**config.mk**
```make
export PLATFORM = sky130hd
export DESIGN_NAME = pia_control_lines
export DESIGN_NICKNAME = d
export VERILOG_FILES = /design/src/rtl/pia_lines_pkg.sv /design/src/rtl/aux_line_drive.sv /design/src/rtl/line_edge_detect.sv /design/src/rtl/pia_control_lines.sv
export SDC_FILE = /design/constraint.sdc
export NUM_CORES = 1
export LEC_CHECK = 0
export BUFFER_PORTS_ARGS = -buffer_cell sky130_fd_sc_hd__buf_4
export CORE_UTILIZATION = 45
export CTS_CLUSTER_SIZE = 28
export DETAILED_ROUTE_END_ITERATION = 10
export GPL_TIMING_DRIVEN = 0
export PLACE_DENSITY = 0.67
export SLEW_MARGIN = 20
export SYNTH_ARGS = -nofsm -noshare
export SYNTH_HDL_FRONTEND = slang
export SYNTH_HIERARCHICAL = 1
export SYNTH_SLANG_ARGS = --single-unit
```
**constraint.sdc**
```tcl
create_clock -name clk_sys -period 2.5 [get_ports clk_sys]
set_clock_uncertainty 0.1 [all_clocks]
set_input_delay 0.125 -clock clk_sys [delete_from_list [all_inputs] [get_ports clk_sys]]
set_output_delay 0.125 -clock clk_sys [all_outputs]
set_load 0.02 [all_outputs]
```
**src/rtl/pia_lines_pkg.sv**
```systemverilog
// shared constants, types and decode for the control-line block
package pia_lines_pkg;

  // ==========================================================
  // register select codes
  localparam logic [1:0] RS_PORT_A_DATA = 2'h0;
  localparam logic [1:0] RS_PORT_A_CTRL = 2'h1;
  localparam logic [1:0] RS_PORT_B_DATA = 2'h2;
  localparam logic [1:0] RS_PORT_B_CTRL = 2'h3;

  // ==========================================================
  // control register field positions
  localparam int CTRL_STROBE_IRQ_EN = 0;
  localparam int CTRL_STROBE_RISING = 1;
  localparam int CTRL_AUX_BIT3 = 3;
  localparam int CTRL_AUX_BIT4 = 4;
  localparam int CTRL_AUX_OUTPUT = 5;
  localparam int CTRL_AUX_FLAG = 6;
  localparam int CTRL_STROBE_FLAG = 7;
  localparam int CTRL_WRITABLE_W = 6;

  // ==========================================================
  // values after reset
  localparam logic [5:0] CTRL_RESET = 6'h00;
  localparam logic [7:0] DATA_RESET = 8'h00;
  localparam logic LINE_IDLE = 1'b1;
  localparam logic IRQ_IDLE_N = 1'b1;

  // ==========================================================
  // processor access carrier
  typedef struct packed {
    logic sel;
    logic rd;
    logic [1:0] rs;
    logic [7:0] wdata;
  } cpu_req_t;

  typedef enum {
    AUX_INPUT,
    AUX_HANDSHAKE,
    AUX_PULSE,
    AUX_MANUAL
  } aux_mode_t;

  // ==========================================================
  // aux line mode from control bits 5..3
  function automatic aux_mode_t aux_mode(input logic [5:0] ctrl);
    aux_mode_t m;
    m = AUX_INPUT;
    if (ctrl[CTRL_AUX_OUTPUT] && ctrl[CTRL_AUX_BIT4]) begin
      m = AUX_MANUAL;
    end else if (ctrl[CTRL_AUX_OUTPUT] && ctrl[CTRL_AUX_BIT3]) begin
      m = AUX_PULSE;
    end else if (ctrl[CTRL_AUX_OUTPUT]) begin
      m = AUX_HANDSHAKE;
    end
    return m;
  endfunction

endpackage

```
**src/rtl/aux_line_drive.sv**
```systemverilog
// output side of one second control line
`timescale 1ns/100ps
module aux_line_drive (
  // clock and reset
  input wire logic clk_sys,
  input wire logic reset,
  // control
  input wire logic [5:0] ctrl,
  input wire logic strobe_edge,
  input wire logic data_event,
  // pin
  output logic line_out,
  output logic line_oe
);

  pia_lines_pkg::aux_mode_t mode;

  assign mode = pia_lines_pkg::aux_mode(ctrl);

  // ==========================================================
  // pin enable follows output mode
  always_ff @(posedge clk_sys) begin
    if (reset) begin
      line_oe <= 1'b0;
    end else begin
      line_oe <= ctrl[pia_lines_pkg::CTRL_AUX_OUTPUT];
    end
  end

  // ==========================================================
  // output level per mode
  always_ff @(posedge clk_sys) begin
    if (reset) begin
      line_out <= pia_lines_pkg::LINE_IDLE;
    end else begin
      unique case (mode)
        pia_lines_pkg::AUX_INPUT: begin
          line_out <= pia_lines_pkg::LINE_IDLE;
        end
        pia_lines_pkg::AUX_HANDSHAKE: begin
          if (strobe_edge) begin
            line_out <= 1'b1;
          end else if (data_event) begin
            line_out <= 1'b0;
          end
        end
        pia_lines_pkg::AUX_PULSE: begin
          line_out <= ~data_event;
        end
        pia_lines_pkg::AUX_MANUAL: begin
          line_out <= ctrl[pia_lines_pkg::CTRL_AUX_BIT3];
        end
      endcase
    end
  end

endmodule

```
**src/rtl/line_edge_detect.sv**
```systemverilog
// synchroniser and selectable edge detector for one control input
`timescale 1ns/100ps
module line_edge_detect (
  // clock and reset
  input wire logic clk_sys,
  input wire logic reset,
  // line
  input wire logic line_in,
  input wire logic rising_sel,
  // result
  output logic edge_seen
);

  logic sync1_q;
  logic sync2_q;
  logic prev_q;

  // ==========================================================
  // two-stage synchroniser then previous sample
  always_ff @(posedge clk_sys) begin
    if (reset) begin
      sync1_q <= pia_lines_pkg::LINE_IDLE;
      sync2_q <= pia_lines_pkg::LINE_IDLE;
      prev_q <= pia_lines_pkg::LINE_IDLE;
    end else begin
      sync1_q <= line_in;
      sync2_q <= sync1_q;
      prev_q <= sync2_q;
    end
  end

  // one pulse per transition, polarity chosen by rising_sel
  always_comb begin
    if (rising_sel) begin
      edge_seen = sync2_q & ~prev_q;
    end else begin
      edge_seen = ~sync2_q & prev_q;
    end
  end

endmodule

```
**src/rtl/pia_control_lines.sv**
```systemverilog
// control-line logic of a two-port peripheral interface adapter
// Contract
// - port B strobe input sets port B flag bit 7 and raises aux in B handshake.
// - bit 1 picks strobe edge; bit 0 lets flag 7 pull request low.
// - flag bit 7 sets on every active strobe edge, enable or not.
// - bit 5 clear makes aux line input; bit 4 edge, bit 3 enable.
// - flag bit 6 sets on every active aux edge in input mode.
// - port B aux line offers the same input modes as port A.
// - A handshake: aux high on strobe edge, low on port A data read.
// - A pulse: aux low one cycle after each port A data read.
// - port B output modes trigger on port B data writes, not reads.
// - B handshake: aux low on port B write, high on strobe edge.
// - B pulse: aux low one cycle after each port B data write.
// - reading a port's data register clears both its flags.
// - bits 5 and 4 set make aux a manual output equal to bit 3.
`timescale 1ns/100ps
module pia_control_lines (
  // clock and reset
  input wire logic clk_sys,
  input wire logic reset,
  // processor access
  input wire pia_lines_pkg::cpu_req_t cpu_req,
  output logic [7:0] cpu_rdata,
  // port data lines
  input wire logic [7:0] port_a_lines,
  output logic [7:0] port_b_lines,
  // port A control lines
  input wire logic port_a_strobe_in,
  input wire logic port_a_aux_line_in,
  output logic port_a_aux_line_out,
  output logic port_a_aux_line_oe,
  // port B control lines
  input wire logic port_b_strobe_in,
  input wire logic port_b_aux_line_in,
  output logic port_b_aux_line_out,
  output logic port_b_aux_line_oe,
  // interrupt requests
  output logic port_a_irq_n,
  output logic port_b_irq_n
);

  logic [5:0] ctrl_a_q;
  logic [5:0] ctrl_b_q;
  logic flag_a7_q;
  logic flag_a6_q;
  logic flag_b7_q;
  logic flag_b6_q;
  logic [7:0] pa_sync1_q;
  logic [7:0] pa_sync2_q;
  logic edge_a_strobe;
  logic edge_a_aux;
  logic edge_b_strobe;
  logic edge_b_aux;
  logic read_a_data;
  logic write_b_data;
  logic read_b_data;
  logic wr_a_ctrl;
  logic wr_b_ctrl;
  logic irq_a_d;
  logic irq_b_d;
  logic read_a_ctrl;
  logic read_b_ctrl;
  logic aux_set_a;
  logic aux_set_b;
  logic flag_a7_d;
  logic flag_a6_d;
  logic flag_b7_d;
  logic flag_b6_d;
  logic [7:0] rdata_d;

  // ==========================================================
  // one register access of the given direction and select
  function automatic logic access_hit(input pia_lines_pkg::cpu_req_t req, input logic rd, input logic [1:0] rs);
    logic hit;
    hit = req.sel && (req.rd == rd) && (req.rs == rs);
    return hit;
  endfunction

  // ==========================================================
  // access decode
  assign read_a_data = access_hit(cpu_req, 1'b1, pia_lines_pkg::RS_PORT_A_DATA);
  assign read_a_ctrl = access_hit(cpu_req, 1'b1, pia_lines_pkg::RS_PORT_A_CTRL);
  assign read_b_data = access_hit(cpu_req, 1'b1, pia_lines_pkg::RS_PORT_B_DATA);
  assign read_b_ctrl = access_hit(cpu_req, 1'b1, pia_lines_pkg::RS_PORT_B_CTRL);
  assign write_b_data = access_hit(cpu_req, 1'b0, pia_lines_pkg::RS_PORT_B_DATA);
  assign wr_a_ctrl = access_hit(cpu_req, 1'b0, pia_lines_pkg::RS_PORT_A_CTRL);
  assign wr_b_ctrl = access_hit(cpu_req, 1'b0, pia_lines_pkg::RS_PORT_B_CTRL);

  // ==========================================================
  // edge detectors
  line_edge_detect u_edge_a_strobe (
    .clk_sys(clk_sys),
    .reset(reset),
    .line_in(port_a_strobe_in),
    .rising_sel(ctrl_a_q[pia_lines_pkg::CTRL_STROBE_RISING]),
    .edge_seen(edge_a_strobe)
  );

  line_edge_detect u_edge_a_aux (
    .clk_sys(clk_sys),
    .reset(reset),
    .line_in(port_a_aux_line_in),
    .rising_sel(ctrl_a_q[pia_lines_pkg::CTRL_AUX_BIT4]),
    .edge_seen(edge_a_aux)
  );

  line_edge_detect u_edge_b_strobe (
    .clk_sys(clk_sys),
    .reset(reset),
    .line_in(port_b_strobe_in),
    .rising_sel(ctrl_b_q[pia_lines_pkg::CTRL_STROBE_RISING]),
    .edge_seen(edge_b_strobe)
  );

  line_edge_detect u_edge_b_aux (
    .clk_sys(clk_sys),
    .reset(reset),
    .line_in(port_b_aux_line_in),
    .rising_sel(ctrl_b_q[pia_lines_pkg::CTRL_AUX_BIT4]),
    .edge_seen(edge_b_aux)
  );

  // ==========================================================
  // control registers, writable bits 5..0
  always_ff @(posedge clk_sys) begin
    if (reset) begin
      ctrl_a_q <= pia_lines_pkg::CTRL_RESET;
    end else if (wr_a_ctrl) begin
      ctrl_a_q <= cpu_req.wdata[pia_lines_pkg::CTRL_WRITABLE_W-1:0];
    end
  end

  always_ff @(posedge clk_sys) begin
    if (reset) begin
      ctrl_b_q <= pia_lines_pkg::CTRL_RESET;
    end else if (wr_b_ctrl) begin
      ctrl_b_q <= cpu_req.wdata[pia_lines_pkg::CTRL_WRITABLE_W-1:0];
    end
  end

  // ==========================================================
  // flag next value: a set beats the clearing read in the same cycle
  function automatic logic flag_next(input logic q, input logic set, input logic clr);
    logic n;
    n = q;
    if (set) begin
      n = 1'b1;
    end else if (clr) begin
      n = 1'b0;
    end
    return n;
  endfunction

  // ==========================================================
  // aux edges only count in input mode
  assign aux_set_a = edge_a_aux && !ctrl_a_q[pia_lines_pkg::CTRL_AUX_OUTPUT];
  assign aux_set_b = edge_b_aux && !ctrl_b_q[pia_lines_pkg::CTRL_AUX_OUTPUT];

  // ==========================================================
  // flag next values
  always_comb begin
    flag_a7_d = flag_next(flag_a7_q, edge_a_strobe, read_a_data);
    flag_a6_d = flag_next(flag_a6_q, aux_set_a, read_a_data);
    flag_b7_d = flag_next(flag_b7_q, edge_b_strobe, read_b_data);
    flag_b6_d = flag_next(flag_b6_q, aux_set_b, read_b_data);
  end

  // ==========================================================
  // port A flags
  always_ff @(posedge clk_sys) begin
    if (reset) begin
      flag_a7_q <= 1'b0;
    end else begin
      flag_a7_q <= flag_a7_d;
    end
  end

  always_ff @(posedge clk_sys) begin
    if (reset) begin
      flag_a6_q <= 1'b0;
    end else begin
      flag_a6_q <= flag_a6_d;
    end
  end

  // ==========================================================
  // port B flags
  always_ff @(posedge clk_sys) begin
    if (reset) begin
      flag_b7_q <= 1'b0;
    end else begin
      flag_b7_q <= flag_b7_d;
    end
  end

  always_ff @(posedge clk_sys) begin
    if (reset) begin
      flag_b6_q <= 1'b0;
    end else begin
      flag_b6_q <= flag_b6_d;
    end
  end

  // ==========================================================
  // interrupt requests
  function automatic logic irq_level(input logic f7, input logic f6, input logic [5:0] ctrl);
    logic strobe_irq;
    logic aux_irq;
    strobe_irq = f7 && ctrl[pia_lines_pkg::CTRL_STROBE_IRQ_EN];
    aux_irq = f6 && ctrl[pia_lines_pkg::CTRL_AUX_BIT3] && !ctrl[pia_lines_pkg::CTRL_AUX_OUTPUT];
    return strobe_irq || aux_irq;
  endfunction

  assign irq_a_d = irq_level(flag_a7_q, flag_a6_q, ctrl_a_q);
  assign irq_b_d = irq_level(flag_b7_q, flag_b6_q, ctrl_b_q);

  always_ff @(posedge clk_sys) begin
    if (reset) begin
      port_a_irq_n <= pia_lines_pkg::IRQ_IDLE_N;
      port_b_irq_n <= pia_lines_pkg::IRQ_IDLE_N;
    end else begin
      port_a_irq_n <= ~irq_a_d;
      port_b_irq_n <= ~irq_b_d;
    end
  end

  // ==========================================================
  // aux line outputs: A on data reads, B on data writes
  aux_line_drive u_aux_a (
    .clk_sys(clk_sys),
    .reset(reset),
    .ctrl(ctrl_a_q),
    .strobe_edge(edge_a_strobe),
    .data_event(read_a_data),
    .line_out(port_a_aux_line_out),
    .line_oe(port_a_aux_line_oe)
  );

  aux_line_drive u_aux_b (
    .clk_sys(clk_sys),
    .reset(reset),
    .ctrl(ctrl_b_q),
    .strobe_edge(edge_b_strobe),
    .data_event(write_b_data),
    .line_out(port_b_aux_line_out),
    .line_oe(port_b_aux_line_oe)
  );

  // ==========================================================
  // port data: A input synchronised, B output latch
  always_ff @(posedge clk_sys) begin
    if (reset) begin
      pa_sync1_q <= pia_lines_pkg::DATA_RESET;
      pa_sync2_q <= pia_lines_pkg::DATA_RESET;
    end else begin
      pa_sync1_q <= port_a_lines;
      pa_sync2_q <= pa_sync1_q;
    end
  end

  always_ff @(posedge clk_sys) begin
    if (reset) begin
      port_b_lines <= pia_lines_pkg::DATA_RESET;
    end else if (write_b_data) begin
      port_b_lines <= cpu_req.wdata;
    end
  end

  // ==========================================================
  // control register image: flags above the writable bits
  function automatic logic [7:0] ctrl_image(input logic f7, input logic f6, input logic [5:0] ctrl);
    logic [7:0] img;
    img = {f7, f6, ctrl};
    return img;
  endfunction

  // ==========================================================
  // read data, captured before the clearing read takes effect
  always_comb begin
    rdata_d = cpu_rdata;
    if (read_a_data) begin
      rdata_d = pa_sync2_q;
    end else if (read_a_ctrl) begin
      rdata_d = ctrl_image(flag_a7_q, flag_a6_q, ctrl_a_q);
    end else if (read_b_data) begin
      rdata_d = port_b_lines;
    end else if (read_b_ctrl) begin
      rdata_d = ctrl_image(flag_b7_q, flag_b6_q, ctrl_b_q);
    end
  end

  always_ff @(posedge clk_sys) begin
    if (reset) begin
      cpu_rdata <= pia_lines_pkg::DATA_RESET;
    end else begin
      cpu_rdata <= rdata_d;
    end
  end

endmodule

```
-- Yosys cells after proc, flatten, opt, wreduce, memory -nomap -nowiden
Index checks and enable logic that the tools add are counted.
- input bits: 26
- word-level logic and storage cells: 117
- register bits: 66
- bitwise logic cells: 21
- reductions and logical operators: 33
- mux-type cells: 24
- equal/unequal tests: 11
- operators by type and width (cell ; number):
    $eq A32 B2 Y1 const B ; 4
    $mux W32 ; 4
    $eq A32 B1 Y1 const B ; 2
    $logic_not A32 Y1 ; 2
    $mux W8 ; 4
    $logic_and A1 B1 Y1 ; 21
    $mux W1 ; 14
    $not A1 Y1 ; 13
    $and A1 B1 Y1 ; 8
    $pmux W1 S4 ; 2
    $reduce_bool A2 Y1 ; 4
    $ne A3 B2 Y1 const B ; 2
    $eq A2 B2 Y1 const B ; 2
    $reduce_bool A4 Y1 ; 1
    $eq A2 B1 Y1 const B ; 1
    $logic_not A1 Y1 ; 2
    $logic_not A2 Y1 ; 1
    $logic_or A1 B1 Y1 ; 2

-- Depth between registers and ports, before layout
Gate-level depths: netlist of the first run.
- depth in word-level cells: 6
- gate-level depth with buffers: 7

-- Cells and area by module
Netlist of the first run, hierarchy kept.
- modules (own cells, without submodules) (module ; area each (um^2) ; cells each ; instances ; seq. area each (um^2)):
    pia_control_lines ; 1946.9 ; 174 ; 1 ; 1001.0
    line_edge_detect ; 101.3 ; 9 ; 4 ; 60.1
    aux_line_drive ; 73.8 ; 8 ; 2 ; 40.0

-- Least setup slack after synthesis of the first run
OpenSTA, ideal clock, no wires.
- path kind: reg-to-reg
- from: register port_b_lines[0]
- to: register cpu_rdata[0]
- period minus slack after synthesis: 1.224 ns
- arrival: 0.992 ns
- data required time: 2.268 ns
- path buffers: 0
- path slack: 1.276 ns
- cell stages (with the launch flop): 4
- library setup time: 0.132 ns
- cells stage by stage: dfxtp_1 -> mux4_1 -> nand3_1 -> a21oi_1
- word-level cells in the longest chain between the ends: 3
- RTL lines (item ; line ; text):
    from (decl) ; pia_control_lines.sv:26 ; output logic [7:0] port_b_lines,
    from (signal assigned) ; pia_control_lines.sv:263 ; port_b_lines <= pia_lines_pkg::DATA_RESET;
    from (signal assigned) ; pia_control_lines.sv:265 ; port_b_lines <= cpu_req.wdata;
    $mux W8 ; pia_control_lines.sv:285 ; end else if (read_b_data) begin
    $mux W8 ; pia_control_lines.sv:283 ; end else if (read_a_ctrl) begin
    $mux W8 ; pia_control_lines.sv:281 ; if (read_a_data) begin
    to (signal assigned) ; pia_control_lines.sv:294 ; cpu_rdata <= pia_lines_pkg::DATA_RESET;
    to (signal assigned) ; pia_control_lines.sv:296 ; cpu_rdata <= rdata_d;
    to (decl) ; pia_control_lines.sv:23 ; output logic [7:0] cpu_rdata,
Every way passes these cells.
A chain may end at the register's enable or synchronous reset.

-- Worst setup path in the final report of the first run
- from: register ctrl_a_q[3]
- to: register cpu_rdata[3]
- word-level cells in the longest chain between the ends: 2
- RTL lines (item ; line ; text):
    from (decl) ; pia_control_lines.sv:42 ; logic [5:0] ctrl_a_q;
    from (signal assigned) ; pia_control_lines.sv:127 ; ctrl_a_q <= pia_lines_pkg::CTRL_RESET;
    from (signal assigned) ; pia_control_lines.sv:129 ; ctrl_a_q <= cpu_req.wdata[pia_lines_pkg::CTRL_WRITABLE_W-1:0];
    $mux W8 ; pia_control_lines.sv:283 ;
    $mux W8 ; pia_control_lines.sv:281 ;
Every way passes these cells.

==> flow_summary.ini, run 1 <==
[synthesis]
synth_common_cells = 66 x dfxtp_1, 22 x nor2_1, 20 x mux2i_1
async_flop_share_pct = 0
yosysMostFrequentCell = dfxtp_1
avgSynthCellArea_um2 = 11.1
ys_top_cells_by_area = dfxtp_1 53%, mux2i_1 8.0%, nor2b_1 4.8%
synthFlopType = dfxtp_1
yosys_warnings = 6
synth_area_um2 = 2500
seq_area_frac_synth_pct = 52.9
yosys.area.top_type = dfxtp_1
synth_edf_count = 0
synth_nets = 252
yosysTopAreaCellShare_pct = 52.9
ys_seq_elements = 66
yosysUniqueCellTypes = 29
synthCells = 226

[global_route]
antenna_found_initial = 0
grt_pass1_vias = 1858
globalRouteOverflowTotal = 0
track_usage_pct = 19.9
grt_max_degree = 20
grt_pass1_wl_mm = 8.73

[setup_path]
cp.required_ns = 2.61
crit_arrival_ns = 1.37
worstPathMaxFanout = 5
cp-start-kind = register
reg2reg_depth = 3
reg2reg_from = ctrl_a_q[3]
cpLargestDelayFamily = multiplexers
worstSetupStartpoint = ctrl_a_q[3]
path_cells = mux4_1, nand3_1, a21oi_1
path_buf_inv = 0
crit_path_max_incr_delay_ns = 0.52
reg2reg_to = cpu_rdata[3]
critical_path_class = register to register
r2r_slack_ns = 1.23
crit_path_end_kind = register
critPathSlowestCell = mux4_1

[route]
drtIter0Drc = 71
viasPerCell = 4.86
wl_per_cell_um = 13.6
wl_mm = 5.12
dr.pass1.iters = 4
final_antenna_net_count = 0
via_count = 1833
drcViolationCount = 0

[cts]
post_cts_resized = 0
clock_sinks = 66
cts-root-buf = clkbuf_8
cts_tree = done
worstSkewPairLatency_ns = 0.34
postCtsSetupRepairBufs = 0
cts_buffers = 9
hold_buffers = 20
clk_pin_slew_ns = 0.06
htree_levels = 3
clock_path_buffers = 2

[timing]
slew_headroom_pct = 63.2
fmax_mhz = 790
rsz0062_at_grt = no
maxSlewViolCount = 0
tns_ns = 0
hold_viol_final = 0
fin_crit_ns = 1.27
tightest_slew_ns = 0.551
finalSetupViolations = 0
period_share_pct = 50.6

[power_and_ir_drop]
powerDensity_nw_per_um2 = 655
total_power_w = 0.00219
leakagePower_nw = 1.36
ir_worst_vdd_mv = 0.436

[placement]
io_buffers = 46
place_congestion = 0.785
dp.final_hpwl_mm = 3.42
placed_area_um2 = 2930

[layout]
fillers = 430
post-route-cell-area_um2 = 3340
diodes = 0
syn_to_final_growth_pct = 33.5
fin_util_pct = 63.7
layout-drive-gt1-share_pct = 27.0
layout.nets = 329

[hold_path]
worstHoldPathType = primary input to register
hp-start = reset
whs_endpoint = u_aux_a/line_oe
holdPathStages = 2

[status]
status = finished, final reports clean

[die]
coreArea_um2 = 5240
die_h_um = 76.5
initial_core_util_pct = 47.7
die-area_um2 = 5860
ioPinCount = 48
fp-row-count = 26
die_w_um = 76.5

[job]
max_cap_violations = 0
==> flip-flops by register name (all words and copies together) (netlist names), 6 cells and up <==
name and cells:
port_b_lines 8, pa_sync1_q 8, ctrl_a_q 6, ctrl_b_q 6, cpu_rdata 8, pa_sync2_q 8
==> worst max-delay path by stage <==
stage / end / slack [ns] / cells after the start
floorplan: cpu_rdata[0] / 1.28 / 3
global placement: u_aux_b/line_out / 1.18 / 6
detailed placement: u_aux_b/line_out / 1.17 / 6
CTS: cpu_rdata[3] / 1.23 / 3
global route: cpu_rdata[3] / 1.18 / 3
finish: cpu_rdata[3] / 1.23 / 3
==> metal layers <==
metal  up-vias  GRT usage [%]  part of all wire (%)  wire length, µm
li1        923              -                     -                -
met1       859           22.3                    43             2210
met2        41           34.0                    50             2560
met3        10           5.99                   4.5              229
met4         0           10.4                   2.5              129
met5         -              0                     0                0
==> per-stage QoR <==
stage / hold WS, ns / instances / setup WS [ns]
global route: 0.0183 / 377 / 1.18
detailed placement: 0.210 / 342 / 1.17
finish: 0.00415 / 377 / 1.23
global placement: 0.203 / 342 / 1.18
floorplan: 0.108 / 226 / 1.28
CTS: 0.000682 / 377 / 1.23
==> cells in the final DEF (no fill, tap or decap), types with 2 or more instances in the layout <==
master / n
a21oi_1: 12
o21ai_0: 2
dfxtp_1: 66
o31ai_1: 2
a21o_1: 2
clkbuf_8: 12
mux4_1: 4
mux4_2: 4
nand2_1: 15
nand3_1: 8
nand3b_1: 2
nand2b_1: 5
nor2_1: 22
buf_4: 49
o211ai_1: 2
or2_2: 4
inv_1: 5
o22ai_2: 4
a22oi_1: 2
nor2b_1: 19
buf_6: 4
dlygate4sd3_1: 20
or2_1: 8
mux2i_1: 20
and4bb_2: 2
clkbuf_1: 5
==> area by class of cell <==
type / instances / area (µm²) / area share, %
Multi-Input combinational cell: 142 / 1050 / 31.4
Tap cell: 70 / 87.6 / 2.62
Inverter: 5 / 18.8 / 0.562
Sequential cell: 66 / 1320 / 39.6
Clock inverter: 2 / 35.0 / 1.05
Timing Repair Buffer: 66 / 546 / 16.3
Clock buffer: 13 / 169 / 5.06
Buffer: 13 / 111 / 3.34
==> report_power, final <==
part	internal [W]	switching [W]	leakage [nW]
Sequential	0.00108	0.0000175	0.539
Clock	0.000535	0.000365	0.106
Combinational	0.000105	0.0000783	0.719
Total	0.00173	0.000461	1.36
==> cell families after synthesis <==
kind of cell           synth area share [%]
AO/OA/AOI/OAI                          7.21
buffers and inverters                  5.21
flip-flops                             52.9
multiplexers                           15.8
AND/OR/NAND/NOR                        18.9
Power figures use the tool's default switching activity.
==> inputs of run 2 (changes only) <==
- ABC_AREA: unset -> 1
- clock period: 2.5 -> 1.23 ns (I/O delays scaled with it)
==> run 2 against run 1 <==
Effect of this change: global-route usage rose by 2.2 points; sequential share of layout area decreased by 0.80 points; final area rose by 2.1%; critical path depth increased by 3; register-to-register slack lost 1.0 ns; core utilization fell by 1.5 points; via count is 29% higher; synthesized area rose by 1.9%; clock-buffer cell count fell by 1; synthesized cell count increased by 49%; flip-flop and latch count did not move; power grew 110%; critical endpoint is now u_aux_b/line_out; largest cell class unchanged.
==> flow_summary.ini, run 2 <==
[synthesis]
synth_common_cells = 66 x dfxtp_1, 57 x nor2_1, 50 x inv_1
ys_top_cells_by_area = dfxtp_1 52%, nor2_1 8.4%, inv_1 7.4%
yosys_warnings = 6
yosysUniqueCellTypes = 17
synthMuxAreaShare_pct = 0
yosysTopAreaCellShare_pct = 51.9
synth_nets = 363
seq_area_frac_synth_pct = 51.9
async_flop_share_pct = 0
yosys.area.top_type = dfxtp_1
synth_area_um2 = 2550
synth-compound-area-share_pct = 12.0
synthAdderAreaFrac_pct = 0
synthSimpleGateAreaFrac_pct = 26.5
yosysMostFrequentCell = dfxtp_1
synthFlopType = dfxtp_1
avgSynthCellArea_um2 = 7.56
synthCells = 337
ys_seq_elements = 66
synth_xor_area_share_pct = 0
synth_edf_count = 0
synth_top_family_by_area = simple AND/OR/NAND/NOR gates

[global_route]
grt_pass1_vias = 2160
track_usage_pct = 22.1
globalRouteOverflowTotal = 0
antenna_found_initial = 0
grt_pass1_wl_mm = 9.84
grt_max_degree = 15

[cts]
post_cts_resized = 0
cts_tree = done
hold_buffers = 23
cts_buffers = 9
clock_sinks = 66
htree_levels = 3
postCtsSetupRepairBufs = 0
worstSkewPairLatency_ns = 0.34
clk_pin_slew_ns = 0.07
cts-root-buf = clkbuf_8
clock_path_buffers = 2

[setup_path]
r2r_slack_ns = 0.21
worstSetupStartpoint = reset
reg2reg_from = ctrl_a_q[1]
cp-endpoint = u_aux_b/line_out
reg2reg_depth = 7
critical_path_class = primary input to register
worstPathMaxFanout = 14
crit_arrival_ns = 1.25
reg2reg_to = u_aux_a/line_out
crit_path_end_kind = register
cp.required_ns = 1.37
cp-start-kind = primary input

[layout]
diodes = 0
fillers = 544
syn_to_final_growth_pct = 33.7
final_common_cell = dfxtp_1
regArea_um2 = 1320
layout-drive-gt1-share_pct = 18.0
multiInputGateArea_um2 = 980
layout.nets = 444
final_cell_mix = 66 x dfxtp_1, 57 x nor2_1, 50 x inv_1
final_cells = 494

[route]
wl_per_cell_um = 12.0
dr.pass1.iters = 4
drtIter0Drc = 162
via_count = 2363
drcViolationCount = 0
final_antenna_net_count = 0
viasPerCell = 4.78
wl_mm = 5.95

[die]
ioPinCount = 48
coreArea_um2 = 5470
fp-row-count = 27
die-area_um2 = 5970
die_w_um = 77.2
die_h_um = 77.2
initial_core_util_pct = 46.5

[timing]
fin_crit_ns = 1.11
tightest_slew_ns = 0.526
maxSlewViolCount = 0
slew_headroom_pct = 64.9
finalSetupViolations = 0
hold_viol_final = 0
fmax_mhz = 901
rsz0062_at_grt = no
period_share_pct = 90.2

[hold_path]
worstHoldPathType = primary input to register
hp-start = cpu_req[10]

[placement]
place_congestion = 0.820
io_buffers = 47
dp.final_hpwl_mm = 4.07
dp_cells = 456

[power_and_ir_drop]
powerDensity_nw_per_um2 = 1320
total_power_w = 0.00449
ir_worst_vdd_mv = 0.742
leakagePower_nw = 1.62

[job]
max_cap_violations = 0

[status]
status = finished, final reports clean
run 2: cell count changes after synthesis, sizes merged, moves of 4 or more:
cell,delta
mux2i,-20
o22ai,-4
nor2b,-19
mux4,-8
inv,+49
nand2,+33
a21oi,+17
nand3,+20
buf,-5
nand2b,-5
o21ai,+26
nor2,+39
run 2: power breakdown:
| part | total (W) | switching [W] | internal, W |
|---|---|---|---|
| combinational | 0.000486 | 0.000261 | 0.000225 |
| clock | 0.00173 | 0.000756 | 0.000974 |
| sequential | 0.00227 | 0.0000480 | 0.00223 |
| total | 0.00449 | 0.00106 | 0.00343 |
run 2: worst min path at each step:
stage | endpoint | slack, ns | depth (start not counted)
2_1_floorplan | u_edge_a_aux/prev_q | 0.06 | 1
3_3_place_gp | u_edge_b_aux/sync1_q | 0.14 | 2
3_5_place_dp | u_edge_a_strobe/sync1_q | 0.14 | 2
4_1_cts | ctrl_a_q[3] | 0.004 | 4
5_1_grt | ctrl_a_q[3] | 0.02 | 4
6_report | ctrl_a_q[3] | 0.02 | 4
run 2: stage by stage:
stage                     cell area, µm²  worst slack (ns)  hold WS, ns  util [%]  TNS [ns]
after floorplan                     2550             0.258       0.0586         -         0
after global placement              2990            -0.107        0.141      54.6    -0.130
after detailed placement            2990            -0.103        0.144      54.6    -0.207
after CTS                           3410             0.118      0.00375      62.2         0
after global routing                3410            0.0273       0.0232      62.2         0
final                               3410             0.120       0.0176      62.2         0
run 2: layout make-up:
cell class	instances	area share [%]
Buffer	9	1.29
Timing Repair Buffer	70	17.1
Multi-Input combinational cell	208	28.8
Clock buffer	12	4.26
Sequential cell	66	38.8
Tap cell	72	2.65
Inverter	54	5.95
Clock inverter	3	1.18
run 2: metal layers:
layer	track usage, %	share of wire, %	vias to the layer above
met2	35.2	48	62
li1	-	-	1216
met4	14.2	3.0	0
met5	0	0	-
met3	5.24	4.2	19
met1	26.5	45	1066
run 2: cell families after synthesis:
family | count (synthesis)
AND/OR/NAND/NOR | 149
flip-flops | 66
buffers and inverters | 63
AO/OA/AOI/OAI | 59
run 2: critical path, cell delays in order:
cell	delay (ns)
buf_4	0.13
dlygate4sd3_1	0.70
inv_1	0.10
nand2_1	0.07
a21oi_1	0.12
nand2_1	0.06
